`config.mk`:
```
export PLATFORM = sky130hd
export DESIGN_NAME = converter_input_and_result_format
export DESIGN_NICKNAME = d
export VERILOG_FILES = /design/src/pkg/converter_pkg.sv /design/src/verilog/converter_input_and_result_format.sv /design/src/verilog/channel_decode.sv /design/src/verilog/result_format.sv
export VERILOG_INCLUDE_DIRS = /design/src /design/src/pkg
export SDC_FILE = /design/constraint.sdc
export NUM_CORES = 1
export LEC_CHECK = 0
export ABC_AREA = 1
export BUFFER_PORTS_ARGS = -buffer_cell sky130_fd_sc_hd__buf_2
export CAP_MARGIN = 20
export CORE_ASPECT_RATIO = 0.9
export CORE_UTILIZATION = 30
export CTS_CLUSTER_SIZE = 16
export DETAILED_ROUTE_END_ITERATION = 16
export PLACE_DENSITY = 0.5
export SETUP_SLACK_MARGIN = 0.2
export SLEW_MARGIN = 20
export SYNTH_ARGS = -nofsm -noshare
export SYNTH_HDL_FRONTEND = slang
export SYNTH_SLANG_ARGS = --single-unit
```
`constraint.sdc`:
```
create_clock -name clk -period 1.65 [get_ports clk]
set_clock_uncertainty 0.2 [all_clocks]
set_input_delay 0.165 -clock clk [delete_from_list [all_inputs] [get_ports clk]]
set_output_delay 0.165 -clock clk [all_outputs]
set_load 0.05 [all_outputs]
```
`src/pkg/converter_defines.svh`:
```
// register offsets, field positions, reset values and timing counts
// assumes inclusion by bare name from package and design files
`ifndef CONVERTER_DEFINES_SVH
`define CONVERTER_DEFINES_SVH

// register byte addresses, printed offsets are multiples of four times index
`define OFS_INPUT_CONTROL   8'ha5
`define OFS_RESULT_LOW      8'hac
`define OFS_RESULT_HIGH     8'had
`define OFS_CONVERTER_CTRL  8'ha4
`define ADDR_INPUT_CONTROL  12'h294
`define ADDR_RESULT_LOW     12'h2b0
`define ADDR_RESULT_HIGH    12'h2b4
`define ADDR_CONVERTER_CTRL 12'h290

// input control fields
`define BIT_HOLD            7
`define BIT_REF             6
`define BIT_TRG_HI          5
`define BIT_TRG_LO          4
`define BIT_DIFFERENTIAL_ENABLE            3
`define BIT_CHAN_HI         2
// control register fields
`define BIT_GO_BUSY         6
`define BIT_ENABLE          4
`define BIT_LEFT_ADJUST     3

`define RESET_BYTE          8'h00

// conversion time in ns and its cycle count at 40 MHz (25 ns)
`define CONVERT_TIME_NS     3250
`define CLK_PERIOD_NS       25
`define CONVERT_CYCLES      ((`CONVERT_TIME_NS + `CLK_PERIOD_NS - 1) / `CLK_PERIOD_NS)

`endif

```
`src/pkg/converter_pkg.sv`:
```
// types shared by the converter control files
// assumes nothing of its surroundings
package converter_pkg;

    typedef enum logic [1:0] {
        trig_software = 2'b00,
        trig_timer0   = 2'b01,
        trig_timer1   = 2'b10,
        trig_timer2   = 2'b11
    } trigger_t;

    // positive input choice for the analog mux
    typedef enum logic [3:0] {
        pos_pin0      = 4'h0,
        pos_pin1      = 4'h1,
        pos_pin2      = 4'h2,
        pos_pin3      = 4'h3,
        pos_pin4      = 4'h4,
        pos_pin5      = 4'h5,
        pos_pin6      = 4'h6,
        pos_temp      = 4'h7,
        pos_vdd_div8  = 4'h8,
        pos_none      = 4'hf
    } pos_input_t;

    // negative input choice for the analog mux
    typedef enum logic [2:0] {
        neg_vdd_half  = 3'h0,
        neg_vref      = 3'h1,
        neg_pin1      = 3'h2,
        neg_pin3      = 3'h3,
        neg_pin5      = 3'h4,
        neg_none      = 3'h7
    } neg_input_t;

    typedef enum logic [1:0] {
        st_idle = 2'b00,
        st_busy = 2'b01
    } conv_state_t;

endpackage

```
`src/verilog/converter_input_and_result_format.sv`:
```
// converter input control and result formatting, an APB slave
// assumes a single 40 MHz clock, synchronous inputs and an analog core
// that answers each start pulse with a done pulse and a result word
//
// Local design decision: the APB slave port.
`timescale 1ns/10ps
`default_nettype none

`include "converter_defines.svh"

// How it works
// - with reference select clear the supply is the reference, set picks the internal one.
// - differential enable picks differential mode when set, single-ended when clear.
// - input hold keeps the selected inputs connected to the converter while set and converter enable is set.
// - single-ended code 110 takes the temperature sensor with reference select set, else supply/8.
// - right adjust puts result bits 7..0 into low result bits 7..0.
// - left adjust puts result bits 1..0 into low result bits 7..6 with 5..0 zero.
// - right adjust puts result bits 9..8 into high bits 1..0, sign extended above.
// - left adjust puts result bits 9..2 into high result bits 7..0.
// - with a timer trigger every overflow of that timer while idle, enabled and on a non-reserved channel code starts a conversion.
// - with a hardware trigger the device sets busy while a conversion runs.
// - converter enable switches the whole converter on when set and off when clear.
module converter_input_and_result_format #(
    parameter int RESULT_WIDTH   = 10,
    parameter int CONVERT_CYCLES = `CONVERT_CYCLES
) (
    input  wire logic                      clk,
    input  wire logic                      rst,
    input  wire logic                      clk_en,
    // apb slave
    input  wire logic                      psel,
    input  wire logic                      penable,
    input  wire logic                      pwrite,
    input  wire logic [11:0]               paddr,
    input  wire logic [31:0]               pwdata,
    output logic      [31:0]               prdata,
    output logic                           pready,
    output logic                           pslverr,
    // timer overflow pulses
    input  wire logic                      timer0_overflow,
    input  wire logic                      timer1_overflow,
    input  wire logic                      timer2_overflow,
    // converter core
    input  wire logic                      core_done,
    input  wire logic [RESULT_WIDTH-1:0]   core_result,
    output logic                           core_start,
    output logic                           converter_on,
    output logic                           use_internal_ref,
    output logic                           differential_mode,
    output logic                           input_hold,
    output converter_pkg::pos_input_t      pos_sel,
    output converter_pkg::neg_input_t      neg_sel,
    output logic                           busy
);
    import converter_pkg::*;

    typedef struct packed {
        logic [7:0]              input_control;
        logic                    enable;
        logic                    left_adjust;
        logic                    go_busy;
        conv_state_t             state;
        logic [15:0]             timer;
        logic [RESULT_WIDTH-1:0] result;
        logic [31:0]             prdata;
        logic                    pready;
        logic                    pslverr;
        logic                    core_start;
        logic                    converter_on;
        logic                    use_internal_ref;
        logic                    differential_mode;
        logic                    input_hold;
        pos_input_t              pos_sel;
        neg_input_t              neg_sel;
    } regs_t;

    regs_t r;
    regs_t next_r;

    logic [7:0] fmt_low;
    logic [7:0] fmt_high;
    pos_input_t dec_pos;
    neg_input_t dec_neg;
    logic       dec_reserved;
    logic       apb_access;
    logic       apb_write;
    logic       trigger_hit;
    trigger_t   trig;

    // read value of the control register
    function automatic logic [7:0] ctrl_byte(input logic go, input logic en, input logic la);
        logic [7:0] b;
        b                   = `RESET_BYTE;
        b[`BIT_GO_BUSY]     = go;
        b[`BIT_ENABLE]      = en;
        b[`BIT_LEFT_ADJUST] = la;
        return b;
    endfunction

    channel_decode u_decode (
        .differential_enable (r.input_control[`BIT_DIFFERENTIAL_ENABLE]),
        .reference_select    (r.input_control[`BIT_REF]),
        .channel_select      (r.input_control[`BIT_CHAN_HI:0]),
        .pos_sel             (dec_pos),
        .neg_sel             (dec_neg),
        .reserved_code       (dec_reserved)
    );

    result_format #(
        .RESULT_WIDTH (RESULT_WIDTH)
    ) u_format (
        .result      (r.result),
        .left_adjust (r.left_adjust),
        .low_byte    (fmt_low),
        .high_byte   (fmt_high)
    );

    // apb access phase, taken in the first access cycle, pready answers in the second
    assign apb_access = psel && penable && !r.pready;
    assign apb_write  = apb_access && pwrite;
    assign trig       = trigger_t'(r.input_control[`BIT_TRG_HI:`BIT_TRG_LO]);

    // selected timer overflow
    always_comb begin
        unique case (trig)
            trig_software: trigger_hit = 1'b0;
            trig_timer0:   trigger_hit = timer0_overflow;
            trig_timer1:   trigger_hit = timer1_overflow;
            trig_timer2:   trigger_hit = timer2_overflow;
        endcase
    end

    // next state of the whole block
    always_comb begin
        next_r            = r;
        next_r.pready     = 1'b0;
        next_r.pslverr    = 1'b0;
        next_r.core_start = 1'b0;
        // register writes
        if (apb_write) begin
            unique case (paddr)
                `ADDR_INPUT_CONTROL: next_r.input_control = pwdata[7:0];
                `ADDR_CONVERTER_CTRL: begin
                    next_r.enable      = pwdata[`BIT_ENABLE];
                    next_r.left_adjust = pwdata[`BIT_LEFT_ADJUST];
                end
                `ADDR_RESULT_LOW, `ADDR_RESULT_HIGH: ;
                default: next_r.pslverr = 1'b1;
            endcase
        end
        // register reads
        if (apb_access) begin
            next_r.pready = 1'b1;
            unique case (paddr)
                `ADDR_INPUT_CONTROL:  next_r.prdata = {24'h000000, r.input_control};
                `ADDR_CONVERTER_CTRL: next_r.prdata = {24'h000000,
                                          ctrl_byte(r.go_busy, r.enable, r.left_adjust)};
                `ADDR_RESULT_LOW:     next_r.prdata = {24'h000000, fmt_low};
                `ADDR_RESULT_HIGH:    next_r.prdata = {24'h000000, fmt_high};
                default: begin
                    next_r.prdata  = 32'h00000000;
                    next_r.pslverr = 1'b1;
                end
            endcase
        end
        // conversion sequencing
        unique case (r.state)
            st_idle: begin
                if (r.enable && !dec_reserved) begin
                    if ((trig == trig_software && apb_write
                         && paddr == `ADDR_CONVERTER_CTRL && pwdata[`BIT_GO_BUSY])
                        || trigger_hit) begin
                        next_r.state      = st_busy;
                        next_r.go_busy    = 1'b1;
                        next_r.core_start = 1'b1;
                        next_r.timer      = 16'(CONVERT_CYCLES);
                    end
                end
            end
            st_busy: begin
                if (r.timer != 16'h0000) begin
                    next_r.timer = r.timer - 16'h0001;
                end
                if (core_done || r.timer == 16'h0000) begin
                    next_r.state   = st_idle;
                    next_r.go_busy = 1'b0;
                    if (core_done) begin
                        next_r.result = core_result;
                    end
                end
            end
            default: next_r.state = st_idle;
        endcase
        // disabling aborts a running conversion
        if (!r.enable) begin
            next_r.state   = st_idle;
            next_r.go_busy = 1'b0;
        end
        // analog side controls
        next_r.converter_on      = r.enable;
        next_r.use_internal_ref  = r.input_control[`BIT_REF];
        next_r.differential_mode = r.input_control[`BIT_DIFFERENTIAL_ENABLE];
        next_r.input_hold        = r.enable && r.input_control[`BIT_HOLD];
        next_r.pos_sel           = dec_pos;
        next_r.neg_sel           = dec_neg;
    end

    // state register with clock enable
    always_ff @(posedge clk) begin
        if (rst) begin
            r          <= '0;
            r.pos_sel  <= pos_pin0;
            r.neg_sel  <= neg_vdd_half;
        end else if (clk_en) begin
            r <= next_r;
        end
    end

    // outputs straight from flip-flops
    assign prdata            = r.prdata;
    assign pready            = r.pready;
    assign pslverr           = r.pslverr;
    assign core_start        = r.core_start;
    assign converter_on      = r.converter_on;
    assign use_internal_ref  = r.use_internal_ref;
    assign differential_mode = r.differential_mode;
    assign input_hold        = r.input_hold;
    assign pos_sel           = r.pos_sel;
    assign neg_sel           = r.neg_sel;
    assign busy              = r.go_busy;

endmodule

`default_nettype wire

```
`src/verilog/channel_decode.sv`:
```
// decodes channel select, mode and reference into analog mux choices
// assumes registered inputs, purely combinational
`timescale 1ns/10ps
`default_nettype none

module channel_decode (
    input  wire logic                    differential_enable,
    input  wire logic                    reference_select,
    input  wire logic [2:0]              channel_select,
    output var  converter_pkg::pos_input_t pos_sel,
    output var  converter_pkg::neg_input_t neg_sel,
    output var  logic                    reserved_code
);
    import converter_pkg::*;

    // single-ended or differential table
    always_comb begin
        pos_sel       = pos_none;
        neg_sel       = neg_none;
        reserved_code = 1'b0;
        if (!differential_enable) begin
            neg_sel = neg_vdd_half;
            unique case (channel_select)
                3'h0: pos_sel = pos_pin0;
                3'h1: pos_sel = pos_pin1;
                3'h2: pos_sel = pos_pin2;
                3'h3: pos_sel = pos_pin3;
                3'h4: pos_sel = pos_pin4;
                3'h5: pos_sel = pos_pin5;
                3'h6: begin
                    pos_sel = reference_select ? pos_temp : pos_vdd_div8;
                    neg_sel = neg_vref;
                end
                3'h7: pos_sel = pos_pin6;
            endcase
        end else begin
            unique case (channel_select)
                3'h0: begin
                    pos_sel = pos_pin0;
                    neg_sel = neg_pin1;
                end
                3'h1: begin
                    pos_sel = pos_pin2;
                    neg_sel = neg_pin3;
                end
                3'h2: begin
                    pos_sel = pos_pin4;
                    neg_sel = neg_pin5;
                end
                default: reserved_code = 1'b1;
            endcase
        end
    end

endmodule

`default_nettype wire

```
`src/verilog/result_format.sv`:
```
// places a 10-bit result into the low and high result bytes
// assumes a stable result word, purely combinational
`timescale 1ns/10ps
`default_nettype none

module result_format #(
    parameter int RESULT_WIDTH = 10
) (
    input  wire logic [RESULT_WIDTH-1:0] result,
    input  wire logic                    left_adjust,
    output var  logic [7:0]              low_byte,
    output var  logic [7:0]              high_byte
);

    // right justified with sign extension, or left justified
    always_comb begin
        if (left_adjust) begin
            low_byte  = {result[1:0], 6'h00};
            high_byte = result[9:2];
        end else begin
            low_byte  = result[7:0];
            high_byte = {{6{result[9]}}, result[9:8]};
        end
    end

endmodule

`default_nettype wire

```
==> run metrics <==
setup violators final 0; DRC violations left 0; register bit total from synthesis 60; width of the chip roughly 120 um; Core Area ~12000 um^2; Critical Path RT 1710 ps; wire per inst 12.63 um; clk sink count 60; Setup WS pre-CTS -66.00 ps; initial core utilization 30.87%; Clock Power Share 52.2%; Tot GR Track Use approximately 16%; initial antenna violation count 0; fraction of final layout cells sized beyond drive strength 1 44.02%; Max Clock Freq 0.6167 GHz; setup TNS 0 ps; post-route insts no fill 821; vias 3719; crit path launch type flip-flop; largest net degree at the start of global routing 35; fin nets 722; Detailed Place HPWL 7481 um; total grt overflow 0; drt pass-1 iters 4; Max clock buf depth 2; register area ~1200 um^2; Fin. Hold Viols 0; period utilization 98.27%; CTS Buf Count 9; Gate Count Post-Synth 536; Vert. Die Dim 107.8 um; Peak VDD IR about 0.59 mV; 1st-iter DRT viols ~120; worst setup margin 28.59 ps; sw power 956.0 uW; LEAKAGE 0.002392 uW; Hold Path Class input port to flip-flop; crit end category flip-flop; synthesized cell area 3729 um^2; placed cells 778; Seq/Total Area, Yosys 32.21%; total routed wirelength approximately 10000 um; sequential share of power 37.6%; Clock transition at path regs roughly 50 ps; reg2reg start r[81]$_SDFFE_PP0P_; Worst-Skew Late Latency 330 ps; FP Rows 38; post-layout minimum cycle time 1621 ps; Max Cap Viol 0; PwrDens between 700 and 800 nW/um^2; RSZ-0062 raised after global routing yes; YS warnings 0; final RePlAce weighted congestion 0.8296; Net Sw Frac 24.71%; utilization after layout 44.56%; first-pass GRT wire length 16580 um; CTS tree done; I/O Buffers 62; combinational power share 10.2%; Arrival @ worst endpoint 1680 ps; die area 12880 um^2; Fill cells 1247; Synth-to-Final Area Change 44.33%; Final Instance Area between 5000 and 6000 um^2; Int Power ~2900 uW; Multi-input gate area about 2400 um^2; H-tree depth 3; post-route ant nets 0; outcome complete, no violations; Max Transition Viols Final 0; Antenna diodes 0; # IOs between 100 and 150; crit path max fanout 8; Hold Crit Start core_done; vias in the first global route 3495; crit path from r[81]$_SDFFE_PP0P_; Vias/cell 4.530; Cell variety after synth between 40 and 50; Setup CP Type flip-flop to flip-flop; dpl cell area 4343 um^2; synthesized area per cell 6.956 um^2; Root Driver clkbuf_16
## power by group through the flow
stage | clock [uW] | sequential, uW | combinational, uW
4_1_cts | 2080 | 1460 | 375
3_5_place_dp | 0 | 1490 | 334
2_1_floorplan | 0 | 1500 | 275
3_3_place_gp | 0 | 1490 | 332
6_report | 2020 | 1460 | 393
5_1_grt | 2140 | 1450 | 420
## layer usage
metal / vias up / GRT usage [%] / routed length [um] / part of all wire [%]
li1: 1922 / - / - / -
met1: 1700 / 21.91 / 5030 / 49
met2: 85 / 26.34 / 4767 / 46
met3: 12 / 3.655 / 424 / 4.1
met4: 0 / 5.357 / 144 / 1.4
met5: - / 0 / 0 / 0
## final cells by class
| class | instances | area share, % |
|---|---|---|
| repair buffers | 143 | 19.20 |
| clock buffers | 12 | 5.162 |
| inverters | 53 | 3.999 |
| well taps | 160 | 3.720 |
| flip-flops and latches | 60 | 22.88 |
| multi-input cells | 389 | 44.04 |
| clock inverters | 4 | 0.9998 |
## logic make-up after synthesis
kind of cell / Yosys count / share of synthesized area [%]
other: 1 / 0.1006
AOI/OAI and AO/OA: 104 / 15.94
DFF: 60 / 32.21
and+or+nand+nor: 252 / 32.55
adders and majority gates: 2 / 0.6710
xor gates and xnor gates: 5 / 1.174
buffers and inverters: 112 / 17.35
## sequential cells by signal (all words and copies together), names as in the netlist
signal             flops
use_internal_ref       1
pos_sel                4
busy                   1
neg_sel                3
pslverr                1
input_hold             1
converter_on           1
next_r                 3
pready                 1
core_start             1
r                     34
prdata                 8
differential_mode      1
## critical path: stages (launching register included)
cell and delay [ps]:
dfxtp_4 390, o21ai_2 70, o21a_1 230, nand2_4 100
nand2_4 70, nand2_8 140, buf_8 150, nand3_2 60
a21oi_1 130
## cell usage after synthesis, drive strengths merged
master    n  area (um^2)
a21oi    58        346.6
a31oi     2        12.51
buf      49        376.6
clkbuf   10        67.57
clkinv    2        8.750
conb      1        3.750
dfxtp    60         1201
ha        2        25.02
inv      51        193.9
nand2   127        538.0
nand3    46        285.3
nand4    12        75.07
nor2     61        265.3
nor3      4        36.29
nor3b     1        7.510
o211ai    2        15.01
o21a      1        7.510
o21ai    39        195.2
o221ai    1        8.760
o311ai    1        8.760
or2       1        6.260
xnor2     4        35.03
xor2      1        8.760
## through the flow
| stage | total power, uW | hold WS, ps |
|---|---|---|
| finish | 3869 | 71.52 |
| global route | 4019 | 100.9 |
| CTS | 3915 | 69.90 |
| detailed placement | 1826 | 206.1 |
| global placement | 1823 | 212.4 |
| floorplan | 1777 | 111.5 |
## path summary, 6_finish.rpt
check | endpoint | slack, ps | cells past startpoint
worst min-delay path | r[72]$_SDFFE_PP0P_ | 70 | 6
worst max register to register | r[61]$_SDFFE_PP0P_ | 30 | 8
worst max-delay path | r[61]$_SDFFE_PP0P_ | 30 | 8
worst min register to register | differential_mode$_SDFFE_PP0P_ | 260 | 2
## cells in the final DEF (no fill, tap or decap), types with 18 or more instances in the layout
cell type      count
nand2_1           99
nor2_1            28
nand2_2           18
dlygate4sd3_1     18
conb_1            24
buf_4             51
nand3_1           24
buf_2             62
nor2_2            22
a21oi_1           39
inv_1             35
o21ai_0           20
dfxtp_1           44
## repair_timing
item | in CTS | in global routing
gates cloned | 1 | 1
pin swaps | 10 | 43
setup buffers | 3 | 4
hold endpoints to repair | 20 | 0
setup endpoints to repair | 36 | 47
hold buffers | 18 | 0
gates resized for setup | 30 | 114
Power figures use the tool's default switching activity.
